### config.mk
export PLATFORM = sky130hd
export DESIGN_NAME = pct_top
export DESIGN_NICKNAME = d
export VERILOG_FILES = /design/src/pct_pkg.sv /design/src/pct_cmp_if.sv /design/src/pct_comparator.sv /design/src/pct_out_select.sv /design/src/pct_top.sv
export SDC_FILE = /design/constraint.sdc
export NUM_CORES = 1
export LEC_CHECK = 0
export ABC_AREA = 0
export BUFFER_PORTS_ARGS = -buffer_cell sky130_fd_sc_hd__buf_2
export CAP_MARGIN = 20
export CELL_PAD_IN_SITES_DETAIL_PLACEMENT = 0
export CELL_PAD_IN_SITES_GLOBAL_PLACEMENT = 1
export CORE_AREA = 2 2 212 214
export CTS_BUF_LIST = sky130_fd_sc_hd__clkbuf_16
export DETAILED_ROUTE_END_ITERATION = 8
export DIE_AREA = 0 0 214 216
export GPL_TIMING_DRIVEN = 0
export PLACE_DENSITY_LB_ADDON = 0.1
export SYNTH_ARGS = -nofsm -noshare
export SYNTH_HDL_FRONTEND = slang
export SYNTH_HIERARCHICAL = 1
export SYNTH_SLANG_ARGS = --single-unit
### constraint.sdc
create_clock -name aclk -period 7.6 [get_ports aclk]
set_clock_uncertainty 0.05 [all_clocks]
set_input_delay 0.38 -clock aclk [delete_from_list [all_inputs] [get_ports aclk]]
set_output_delay 0.38 -clock aclk [all_outputs]
set_load 0.005 [all_outputs]
### src/pct_pkg.sv
`default_nettype none

package pct_pkg;

  // ----------------------------------------------------------------
  // Data and bus widths
  // ----------------------------------------------------------------
  localparam int          DATA_W            = 32;
  localparam int          IDX_W             = 8;

  // ----------------------------------------------------------------
  // Register indices (byte address is four times the index)
  // ----------------------------------------------------------------
  localparam logic [7:0]  IDX_REF_CONF      = 8'h01;
  localparam logic [7:0]  IDX_COMP_VALUE    = 8'h32;
  localparam logic [7:0]  IDX_RAMP_MODE     = 8'h40;
  localparam logic [7:0]  IDX_ACTUAL        = 8'h41;
  localparam logic [7:0]  IDX_TARGET        = 8'h42;
  localparam logic [7:0]  IDX_STEP_PERIOD   = 8'h43;
  localparam logic [7:0]  IDX_FLAGS         = 8'h44;
  localparam logic [7:0]  IDX_EVENTS        = 8'h45;
  localparam logic [7:0]  IDX_MASK          = 8'h46;

  // ----------------------------------------------------------------
  // Field positions in reference_configuration and ramp mode
  // ----------------------------------------------------------------
  localparam int          RC_OUT_SEL_LSB    = 0;
  localparam int          RC_CMP_SRC_BIT    = 2;
  localparam int          RC_CMP_MODE_LSB   = 3;
  localparam int          RC_CLR_TGT_BIT    = 5;
  localparam int          RAMP_POS_BIT      = 2;

  // ----------------------------------------------------------------
  // Flag and event bit positions
  // ----------------------------------------------------------------
  localparam int          EV_POS_COMP       = 0;
  localparam int          EV_TARGET         = 1;
  localparam int          FL_TARGET         = 0;
  localparam int          FL_VELOCITY       = 1;
  localparam int          FL_ENC_FAIL       = 2;
  localparam int          FL_POS_COMP       = 3;

  // ----------------------------------------------------------------
  // Output select and compare mode codes
  // ----------------------------------------------------------------
  localparam logic [1:0]  OSEL_TARGET       = 2'h0;
  localparam logic [1:0]  OSEL_VELOCITY     = 2'h1;
  localparam logic [1:0]  OSEL_ENC_FAIL     = 2'h2;
  localparam logic [1:0]  OSEL_POS_COMP     = 2'h3;
  localparam logic [1:0]  CMODE_VALUE       = 2'h0;
  localparam logic [1:0]  CMODE_HOME        = 2'h1;
  localparam logic [1:0]  CMODE_LATCH       = 2'h2;
  localparam logic [1:0]  CMODE_REV         = 2'h3;

  // ----------------------------------------------------------------
  // Reset values and bus responses
  // ----------------------------------------------------------------
  localparam logic [31:0] RST_ZERO          = 32'h0000_0000;
  localparam logic [31:0] RST_STEP_PERIOD   = 32'h0000_000A;
  localparam logic [1:0]  RESP_OKAY         = 2'h0;
  localparam logic [1:0]  RESP_SLVERR       = 2'h2;

endpackage : pct_pkg

`default_nettype wire

### src/pct_cmp_if.sv
`timescale 1ns/1ps
`default_nettype none

// Carries compare settings, positions and flags between the block parts
interface pct_cmp_if;
  logic [1:0]  cmp_mode;
  logic        cmp_src;
  logic [31:0] actual_position;
  logic [31:0] encoder_position;
  logic [31:0] compare_value;
  logic [31:0] home_position;
  logic [31:0] actual_latched_position;
  logic [31:0] encoder_latched_position;
  logic [31:0] revolution_counter;
  logic        match_flag;
  logic        match_event;
  logic [1:0]  out_sel;
  logic        target_flag;
  logic        velocity_flag;
  logic        encoder_failure_flag;
  logic        pin_level;

  modport top  (output cmp_mode, cmp_src, actual_position, encoder_position, compare_value,
                home_position, actual_latched_position, encoder_latched_position,
                revolution_counter, out_sel, target_flag, velocity_flag,
                encoder_failure_flag,
                input  match_flag, match_event, pin_level);
  modport cmp  (input  cmp_mode, cmp_src, actual_position, encoder_position, compare_value,
                home_position, actual_latched_position, encoder_latched_position,
                revolution_counter,
                output match_flag, match_event);
  modport osel (input  out_sel, target_flag, velocity_flag, encoder_failure_flag, match_flag,
                output pin_level);
endinterface : pct_cmp_if

`default_nettype wire

### src/pct_comparator.sv
`timescale 1ns/1ps
`default_nettype none

module pct_comparator
  import pct_pkg::*;
(
  input  wire logic aclk,
  input  wire logic aresetn,
  pct_cmp_if.cmp    cmp
);

  typedef struct packed {
    logic       flag;
    logic       evt;
    logic       below;
    logic [2:0] sel;
  } pct_cmp_state_t;

  pct_cmp_state_t s_r;
  pct_cmp_state_t s_nxt;
  logic [31:0]    lhs;
  logic [31:0]    rhs;

  // Pick the single pair of operands the selection asks for
  always_comb begin
    lhs = cmp.cmp_src ? cmp.encoder_position : cmp.actual_position;
    rhs = cmp.compare_value;
    case (cmp.cmp_mode)
      CMODE_HOME:  rhs = cmp.home_position;
      CMODE_LATCH: rhs = cmp.cmp_src ? cmp.encoder_latched_position
                                     : cmp.actual_latched_position;
      CMODE_REV:   lhs = cmp.revolution_counter;
      default:     rhs = cmp.compare_value;
    endcase
  end

  // Equality flag, match pulse and crossing detection, every cycle
  always_comb begin
    logic same_sel;
    logic enc_cross;
    same_sel      = (s_r.sel == {cmp.cmp_mode, cmp.cmp_src});
    s_nxt.sel     = {cmp.cmp_mode, cmp.cmp_src};
    s_nxt.below   = $signed(lhs) < $signed(rhs);
    s_nxt.flag    = (lhs == rhs);
    enc_cross     = same_sel && cmp.cmp_src && (cmp.cmp_mode != CMODE_REV)
                    && (lhs != rhs) && (s_r.below != s_nxt.below);
    s_nxt.evt     = (s_nxt.flag && !(s_r.flag && same_sel)) || enc_cross;
  end

  // State register
  always_ff @(posedge aclk) begin
    if (!aresetn) begin
      s_r <= '0;
    end else begin
      s_r <= s_nxt;
    end
  end

  assign cmp.match_flag  = s_r.flag;
  assign cmp.match_event = s_r.evt;

endmodule : pct_comparator

`default_nettype wire

### src/pct_out_select.sv
`timescale 1ns/1ps
`default_nettype none

module pct_out_select
  import pct_pkg::*;
(
  pct_cmp_if.osel sel
);

  // Route exactly one flag toward the target output pin
  always_comb begin
    case (sel.out_sel)
      OSEL_VELOCITY: sel.pin_level = sel.velocity_flag;
      OSEL_ENC_FAIL: sel.pin_level = sel.encoder_failure_flag;
      OSEL_POS_COMP: sel.pin_level = sel.match_flag;
      default:       sel.pin_level = sel.target_flag;
    endcase
  end

endmodule : pct_out_select

`default_nettype wire

### src/pct_top.sv
// How it works
// - Default output select drives the target pin from the target-hit flag.
// - Select codes 01/10/11 route velocity, encoder-failure, compare-match flag.
// - Comparator always runs and owns one match flag and one match event.
// - The match event can raise the interrupt output instead of the pin.
// - Source 0, basic mode: actual position against compare value.
// - Source 1, basic mode: encoder position against compare value.
// - Encoder position and compare value are both microsteps, compared unscaled.
// - Encoder passing the value without equality: event recorded, flag stays clear.
// - Mode 01 compares with home; mode 10 with the matching latch.
// - Mode 11 compares revolution counter with compare value, ignoring source.
// - Only the selected comparison may set the flag or raise the event.
// - In positioning mode the ramp ends when actual reaches target.
// - Clear-at-target zeroes actual on equality and restarts while target nonzero.
//
// Decided for this implementation: the AXI4-Lite register port.
`timescale 1ns/1ps
`default_nettype none

module pct_top
  import pct_pkg::*;
#(
  parameter int ADDR_W = 10
)(
  input  wire logic        aclk,
  input  wire logic        aresetn,
  input  wire logic [ADDR_W-1:0] s_axi_awaddr,
  input  wire logic [2:0]  s_axi_awprot,
  input  wire logic        s_axi_awvalid,
  output logic             s_axi_awready,
  input  wire logic [31:0] s_axi_wdata,
  input  wire logic [3:0]  s_axi_wstrb,
  input  wire logic        s_axi_wvalid,
  output logic             s_axi_wready,
  output logic [1:0]       s_axi_bresp,
  output logic             s_axi_bvalid,
  input  wire logic        s_axi_bready,
  input  wire logic [ADDR_W-1:0] s_axi_araddr,
  input  wire logic [2:0]  s_axi_arprot,
  input  wire logic        s_axi_arvalid,
  output logic             s_axi_arready,
  output logic [31:0]      s_axi_rdata,
  output logic [1:0]       s_axi_rresp,
  output logic             s_axi_rvalid,
  input  wire logic        s_axi_rready,
  input  wire logic [31:0] encoder_position,
  input  wire logic [31:0] encoder_latched_position,
  input  wire logic [31:0] actual_latched_position,
  input  wire logic [31:0] home_position,
  input  wire logic [31:0] revolution_counter,
  input  wire logic        encoder_failure_flag,
  output logic             target_reached_out,
  output logic             irq
);

  // ----------------------------------------------------------------
  // Elaboration checks
  // ----------------------------------------------------------------
  if (ADDR_W < 9 || ADDR_W > 16) begin : g_bad_addr_w
    $error("ADDR_W must be between 9 and 16");
  end

  // ----------------------------------------------------------------
  // State of the block
  // ----------------------------------------------------------------
  typedef struct packed {
    logic        awready;
    logic        wready;
    logic        bvalid;
    logic [1:0]  bresp;
    logic        aw_held;
    logic        w_held;
    logic [7:0]  aw_idx;
    logic        aw_ok;
    logic [31:0] wdata;
    logic [3:0]  wstrb;
    logic        arready;
    logic        rvalid;
    logic [1:0]  rresp;
    logic [31:0] rdata;
    logic [31:0] ref_conf;
    logic [31:0] comp_value;
    logic [31:0] ramp_mode;
    logic [31:0] actual;
    logic [31:0] target;
    logic [31:0] step_period;
    logic [31:0] step_cnt;
    logic [1:0]  events;
    logic [1:0]  mask;
    logic        ramp_active;
    logic        target_flag;
    logic        velocity_flag;
    logic        pin;
    logic        irq;
  } pct_state_t;

  pct_state_t s_r;
  pct_state_t s_nxt;

  pct_cmp_if cif ();

  // ----------------------------------------------------------------
  // Helper functions
  // ----------------------------------------------------------------

  // Merge written bytes into a register according to the strobes
  function automatic logic [31:0] apply_strb(input logic [31:0] old_v,
                                             input logic [31:0] new_v,
                                             input logic [3:0]  strb);
    logic [31:0] res;
    res = old_v;
    for (int i = 0; i < 4; i++) begin
      if (strb[i]) begin
        res[i*8 +: 8] = new_v[i*8 +: 8];
      end
    end
    return res;
  endfunction : apply_strb

  // Word index of an aligned byte address; flags addresses beyond the index range
  function automatic logic [8:0] addr_to_idx(input logic [ADDR_W-1:0] addr);
    logic [ADDR_W-1:0] word;
    word = addr >> 2;
    return {(word > ADDR_W'(8'hFF)), word[7:0]};
  endfunction : addr_to_idx

  // True for an index that a register answers
  function automatic logic idx_mapped(input logic [7:0] idx);
    logic hit;
    if (idx == IDX_REF_CONF) begin
      hit = 1'b1;
    end else if (idx == IDX_COMP_VALUE) begin
      hit = 1'b1;
    end else if (idx >= IDX_RAMP_MODE && idx <= IDX_MASK) begin
      hit = 1'b1;
    end else begin
      hit = 1'b0;
    end
    return hit;
  endfunction : idx_mapped

  // ----------------------------------------------------------------
  // Sub-blocks
  // ----------------------------------------------------------------

  // Comparator settings, actual position and compare value come from registers; the other positions come straight from the inputs
  assign cif.cmp_mode                 = s_r.ref_conf[RC_CMP_MODE_LSB +: 2];
  assign cif.cmp_src                  = s_r.ref_conf[RC_CMP_SRC_BIT];
  assign cif.actual_position          = s_r.actual;
  assign cif.encoder_position         = encoder_position;
  assign cif.compare_value            = s_r.comp_value;
  assign cif.home_position            = home_position;
  assign cif.actual_latched_position  = actual_latched_position;
  assign cif.encoder_latched_position = encoder_latched_position;
  assign cif.revolution_counter       = revolution_counter;
  assign cif.out_sel                  = s_r.ref_conf[RC_OUT_SEL_LSB +: 2];
  assign cif.target_flag              = s_r.target_flag;
  assign cif.velocity_flag            = s_r.velocity_flag;
  assign cif.encoder_failure_flag     = encoder_failure_flag;

  pct_comparator u_cmp (
    .aclk    (aclk),
    .aresetn (aresetn),
    .cmp     (cif.cmp)
  );

  pct_out_select u_osel (
    .sel (cif.osel)
  );

  // ----------------------------------------------------------------
  // Next-state logic
  // ----------------------------------------------------------------
  always_comb begin
    logic [8:0]  widx;
    logic [8:0]  ridx;
    logic        do_write;
    logic        do_read;
    logic        at_target;
    logic        tick;
    logic [1:0]  ev_set;
    logic [1:0]  ev_clr;
    logic [31:0] rd;
    s_nxt    = s_r;
    widx     = addr_to_idx(s_axi_awaddr);
    ridx     = addr_to_idx(s_axi_araddr);
    ev_clr   = 2'h0;
    rd       = RST_ZERO;

    // Write address and data are taken independently
    if (s_r.awready && s_axi_awvalid) begin
      s_nxt.awready = 1'b0;
      s_nxt.aw_held = 1'b1;
      s_nxt.aw_idx  = widx[7:0];
      s_nxt.aw_ok   = !widx[8] && idx_mapped(widx[7:0]);
    end
    if (s_r.wready && s_axi_wvalid) begin
      s_nxt.wready = 1'b0;
      s_nxt.w_held = 1'b1;
      s_nxt.wdata  = s_axi_wdata;
      s_nxt.wstrb  = s_axi_wstrb;
    end
    do_write = s_r.aw_held && s_r.w_held && !s_r.bvalid;
    if (do_write) begin
      s_nxt.aw_held = 1'b0;
      s_nxt.w_held  = 1'b0;
      s_nxt.bvalid  = 1'b1;
      s_nxt.bresp   = s_r.aw_ok ? RESP_OKAY : RESP_SLVERR;
    end
    if (s_r.bvalid && s_axi_bready) begin
      s_nxt.bvalid  = 1'b0;
      s_nxt.awready = 1'b1;
      s_nxt.wready  = 1'b1;
    end

    // Positioning ramp: step toward the target at the programmed rate
    at_target = (s_r.actual == s_r.target);
    // A period of 0 acts as 1; avoids the wrap of period minus one
    tick      = (s_r.step_cnt + 32'h0000_0001 >= s_r.step_period);
    s_nxt.step_cnt = tick ? RST_ZERO : s_r.step_cnt + 32'h0000_0001;
    if (s_r.ramp_mode[RAMP_POS_BIT]) begin
      if (at_target) begin
        if (s_r.ref_conf[RC_CLR_TGT_BIT]) begin
          s_nxt.actual      = RST_ZERO;
          s_nxt.ramp_active = (s_r.target != RST_ZERO);
        end else begin
          s_nxt.ramp_active = 1'b0;
        end
      end else begin
        s_nxt.ramp_active = 1'b1;
        if (tick) begin
          if ($signed(s_r.target) > $signed(s_r.actual)) begin
            s_nxt.actual = s_r.actual + 32'h0000_0001;
          end else begin
            s_nxt.actual = s_r.actual - 32'h0000_0001;
          end
        end
      end
    end else begin
      s_nxt.ramp_active = 1'b0;
    end

    // Flags follow the registered positions
    s_nxt.target_flag   = at_target;
    s_nxt.velocity_flag = s_r.ramp_active && !at_target;
    s_nxt.pin           = cif.pin_level;

    // Read path: register decode and read-clear of the events
    do_read = s_r.arready && s_axi_arvalid;
    if (ridx[8]) begin
      rd = RST_ZERO;
    end else if (ridx[7:0] == IDX_REF_CONF) begin
      rd = s_r.ref_conf;
    end else if (ridx[7:0] == IDX_COMP_VALUE) begin
      rd = s_r.comp_value;
    end else if (ridx[7:0] == IDX_RAMP_MODE) begin
      rd = s_r.ramp_mode;
    end else if (ridx[7:0] == IDX_ACTUAL) begin
      rd = s_r.actual;
    end else if (ridx[7:0] == IDX_TARGET) begin
      rd = s_r.target;
    end else if (ridx[7:0] == IDX_STEP_PERIOD) begin
      rd = s_r.step_period;
    end else if (ridx[7:0] == IDX_FLAGS) begin
      rd[FL_TARGET]   = s_r.target_flag;
      rd[FL_VELOCITY] = s_r.velocity_flag;
      rd[FL_ENC_FAIL] = encoder_failure_flag;
      rd[FL_POS_COMP] = cif.match_flag;
    end else if (ridx[7:0] == IDX_EVENTS) begin
      rd[1:0] = s_r.events;
      ev_clr  = do_read ? s_r.events : 2'h0;
    end else if (ridx[7:0] == IDX_MASK) begin
      rd[1:0] = s_r.mask;
    end
    if (do_read) begin
      s_nxt.arready = 1'b0;
      s_nxt.rvalid  = 1'b1;
      s_nxt.rdata   = rd;
      s_nxt.rresp   = (!ridx[8] && idx_mapped(ridx[7:0])) ? RESP_OKAY : RESP_SLVERR;
    end
    if (s_r.rvalid && s_axi_rready) begin
      s_nxt.rvalid  = 1'b0;
      s_nxt.arready = 1'b1;
    end

    // Register writes; a write to the position overrides the ramp this cycle
    if (do_write && s_r.aw_ok) begin
      if (s_r.aw_idx == IDX_REF_CONF) begin
        s_nxt.ref_conf = apply_strb(s_r.ref_conf, s_r.wdata, s_r.wstrb);
      end else if (s_r.aw_idx == IDX_COMP_VALUE) begin
        s_nxt.comp_value = apply_strb(s_r.comp_value, s_r.wdata, s_r.wstrb);
      end else if (s_r.aw_idx == IDX_RAMP_MODE) begin
        s_nxt.ramp_mode = apply_strb(s_r.ramp_mode, s_r.wdata, s_r.wstrb);
      end else if (s_r.aw_idx == IDX_ACTUAL) begin
        s_nxt.actual = apply_strb(s_r.actual, s_r.wdata, s_r.wstrb);
      end else if (s_r.aw_idx == IDX_TARGET) begin
        s_nxt.target = apply_strb(s_r.target, s_r.wdata, s_r.wstrb);
      end else if (s_r.aw_idx == IDX_STEP_PERIOD) begin
        s_nxt.step_period = apply_strb(s_r.step_period, s_r.wdata, s_r.wstrb);
      end else if (s_r.aw_idx == IDX_MASK) begin
        s_nxt.mask = s_r.wdata[1:0];
      end
    end

    // Sticky events: a new event wins over the read-clear
    ev_set              = 2'h0;
    ev_set[EV_POS_COMP] = cif.match_event;
    ev_set[EV_TARGET]   = at_target && !s_r.target_flag;
    s_nxt.events        = (s_r.events & ~ev_clr) | ev_set;

    // Level interrupt from unmasked events
    s_nxt.irq = |(s_nxt.events & s_r.mask);
  end

  // ----------------------------------------------------------------
  // State register
  // ----------------------------------------------------------------
  always_ff @(posedge aclk) begin
    if (!aresetn) begin
      s_r             <= '0;
      s_r.awready     <= 1'b1;
      s_r.wready      <= 1'b1;
      s_r.arready     <= 1'b1;
      s_r.step_period <= RST_STEP_PERIOD;
    end else begin
      s_r <= s_nxt;
    end
  end

  // ----------------------------------------------------------------
  // Outputs
  // ----------------------------------------------------------------
  assign s_axi_awready      = s_r.awready;
  assign s_axi_wready       = s_r.wready;
  assign s_axi_bvalid       = s_r.bvalid;
  assign s_axi_bresp        = s_r.bresp;
  assign s_axi_arready      = s_r.arready;
  assign s_axi_rvalid       = s_r.rvalid;
  assign s_axi_rdata        = s_r.rdata;
  assign s_axi_rresp        = s_r.rresp;
  assign target_reached_out = s_r.pin;
  assign irq                = s_r.irq;

endmodule : pct_top

`default_nettype wire

==> results.py <==
metrics = {
    "timing": {
        "hold_ws_ns": 0.0208,
        "worstMarginPinSlew_ns": 1.20,
        "min_period_ns": 6.03,
        "setup-tns-final_ns": 0,
        "setup_viol": 0,
        "fin_crit_sh_pct": 79.3,
        "final_hold_viol_count": 0,
        "slew_viol_final": 0,
        "relSlewSlack_pct": 19.5,
        "rsz0062_at_grt": "no",
        "fmax_mhz": 166,
    },
    "worst_setup_path": {
        "worstPathArrival_ns": 6.42,
        "startpoint": "cif.actual_position[28]",
        "crit_fanout": 32,
        "critPathLaunchType": "register",
        "r2r-start": "cif.actual_position[28]",
        "critPathKind": "register to register",
        "required_ns": 7.99,
        "cp-end-kind": "register",
    },
    "synth": {
        "syn_area_um2": 19500,
        "ys_seq_area_share_pct": 33.4,
        "synth_top_area_cell": "dfxtp_1",
        "synthAdderAreaFrac_pct": 8.56,
        "yosysUniqueCellTypes": 81,
        "synth_compound_area_share_pct": 21.9,
        "synth-simple-area-share_pct": 19.2,
        "synth-edff-count": 0,
        "yosys-top-cells-area": "dfxtp_1 (33%), ha_1 (8.4%), a21oi_1 (8.2%), nand2_1 (7.5%), nand3_1 (4.8%)",
        "synthFlopType": "dfxtp_1",
        "synth-async-reset-ratio_pct": 0,
        "synth_top_area_share_pct": 33.4,
        "synth.avg_cell_area_um2": 8.09,
        "yosysWarnings": 6,
        "synth_xor_area_share_pct": 2.92,
        "synth_top_family_by_area": "compound AO/OA/AOI/OAI gates",
        "muxShareOfSynthArea_pct": 7.80,
        "synthCells": 2412,
        "synth-seq-cells": 325,
    },
    "routing": {
        "viasPerCell": 6.09,
        "vias": 20291,
        "wl_per_cell_um": 25.0,
        "drc": 0,
        "first_iter_violations": 2521,
        "first_pass_iters": 6,
        "ant_nets": 0,
        "drt_wl_total_um": 83400,
    },
    "finish": {
        "layout.nets": 3075,
        "area_growth_pct": 16.9,
        "n_antenna_cell": 0,
        "drive_gt1_share_pct": 16.8,
        "fillerInstances": 4332,
        "instances_no_fill": 3334,
        "fin_util_pct": 52.0,
        "fin_area_um2": 22800,
    },
    "global_routing": {
        "grtUsageTotal_pct": 35.2,
        "grt.overflow.total": 0,
        "grt_pass1_vias": 19242,
        "grt_max_degree": 33,
        "grt_pass1_wl_um": 122000,
        "antenna_found_initial": 4,
    },
    "die": {
        "ios": 273,
        "die_w_um": 214,
        "die_area_um2": 46200,
        "fp.dieH_um": 216,
        "rows": 77,
        "initial_core_util_pct": 44.5,
        "coreArea_um2": 43800,
    },
    "job": {
        "maxCapViolCount": 0,
    },
    "clock_tree": {
        "clk_latency_ns": 0.55,
        "clkTransAtPathRegs_ns": 0.06,
        "cts_buffers": 37,
        "ctsLongestPathBuffers": 3,
        "cts_tree": "built",
        "htreeDepth": 2,
        "clock_sink_count": 325,
        "cts_resized": 0,
        "clock-root-buffer": "clkbuf_16",
    },
    "placement": {
        "dp_hpwl_um": 65900,
        "placed_area_um2": 21500,
        "placed_cells_incl_taps": 3263,
        "port_buffers": 258,
        "place.gp.congestion": 0.988,
    },
    "outcome": {
        "status": "finished, final reports clean",
    },
    "power": {
        "p_per_area_nw_per_um2": 178,
        "vdd_drop_max_v": 0.000129,
        "power_leakage_nw": 8.97,
    },
    "min_path": {
        "hold_start": "s_axi_wdata[25]",
        "hp-class": "input pin to register",
    },
}
[cell type report]
class / count / area [um^2] / area share [%]
Multi-Input combinational cell: 1811 / 11800 / 51.8
Sequential cell: 325 / 6510 / 28.5
Timing Repair Buffer: 261 / 1330 / 5.82
Clock buffer: 39 / 976 / 4.28
Buffer: 189 / 881 / 3.86
Tap cell: 592 / 741 / 3.25
Inverter: 88 / 330 / 1.45
Clock inverter: 29 / 236 / 1.04
[sequential cells by signal, indices dropped and copies added (netlist names)]
signal                 count
cif.out_sel                2
cif.actual_position       32
s_axi_bvalid               1
s_axi_arready              1
s_r                      207
cif.cmp_mode               2
s_axi_wready               1
s_axi_rvalid               1
cif.target_flag            1
u_cmp/cmp.match_event      1
cif.compare_value         32
irq                        1
cif.velocity_flag          1
s_axi_bresp                1
s_axi_awready              1
s_axi_rresp                1
target_reached_out         1
s_axi_rdata               32
cif.cmp_src                1
u_cmp/cmp.match_flag       1
u_cmp/s_r                  4
[through the flow]
step	total power, mW	setup slack, ns
3_3_place_gp	2.24	1.77
6_report	4.05	1.57
5_1_grt	4.17	1.21
3_5_place_dp	2.24	1.76
4_1_cts	4.05	1.72
2_1_floorplan	2.04	3.35
[placed cells by master (no fill, tap or decap), types with 31 or more instances in the layout]
master | synthesis | layout
buf_2 | 17 | 275
nand2_1 | 389 | 389
clkbuf_16 | 0 | 39
mux4_2 | 31 | 31
mux2i_1 | 44 | 44
clkbuf_1 | 124 | 124
a21oi_1 | 321 | 321
nand3_1 | 189 | 189
o21ai_0 | 140 | 140
mux2_2 | 34 | 34
buf_4 | 38 | 38
inv_1 | 87 | 97
ha_1 | 131 | 131
nor2_1 | 72 | 72
dfxtp_1 | 325 | 325
xnor2_1 | 39 | 39
a221o_1 | 34 | 34
nand4_1 | 31 | 31
[power by group]
| group | internal [mW] | switching [mW] |
|---|---|---|
| Combinational | 0.170 | 0.263 |
| Clock | 1.06 | 0.768 |
| Sequential | 1.74 | 0.0489 |
[per-layer routing]
layer  GRT usage (%)  vias to the layer above  wire [um]
li1                -                     9316          -
met1            47.8                     9743      35400
met2            55.1                     1037      36500
met3            5.92                      193       7490
met4            15.5                        2       3990
met5               0                        -          7
[cells by family after synthesis]
group | count (synthesis)
simple gates | 814
compound gates | 688
flops | 325
buf+inv | 277
fa+ha+maj | 133
mux | 109
xor+xnor | 65
other cells | 1
[cell usage after synthesis (all sizes together) (6+ instances only)]
library cell,number
dfxtp,325
nor2,76
mux2,34
o21a,16
buf,65
xor2,26
o211ai,7
nor3,15
o21bai,6
and2,18
mux2i,44
a31oi,10
nand2b,8
inv,87
nand2,389
a222oi,30
o21ai,145
a22oi,16
a21oi,322
a221o,34
and3,30
mux4,31
a221oi,13
a21o,25
a22o,7
nand4,32
nor4,14
nor2b,23
xnor2,39
clkbuf,124
o22ai,10
nand3,189
a211oi,13
ha,131
[final timing paths]
check	to	slack, ns	cells past startpoint
worst min register to register	cif.velocity_flag	0.36	2
worst max register to register	cif.actual_position[28]	1.57	18
worst max-delay path	cif.actual_position[28]	1.57	18
worst min-delay path	s_r[298]	0.02	3
[critical path, stage by stage, from the launching register on]
cell	delay, ns
dfxtp_1	0.53
inv_1	0.09
ha_1	0.33
nand4_1	0.16
nor4_1	0.63
nor2_1	0.09
a21oi_1	0.33
mux2i_1	0.37
or2_2	0.69
ha_1	0.43
a21o_1	0.20
a21oi_1	0.14
nand2_1	0.15
o211ai_1	0.54
a21oi_1	0.27
o21ai_0	0.33
xnor2_1	0.17
nand3_1	0.12
a221oi_2	0.29
[repair_timing]
| item | in CTS | in global routing |
|---|---|---|
| buffers inserted | 0 | 0 |
| endpoints found under the hold margin | 2 | 0 |
| hold buffers | 2 | 0 |
No activity file was read; power rests on OpenSTA's default activity.
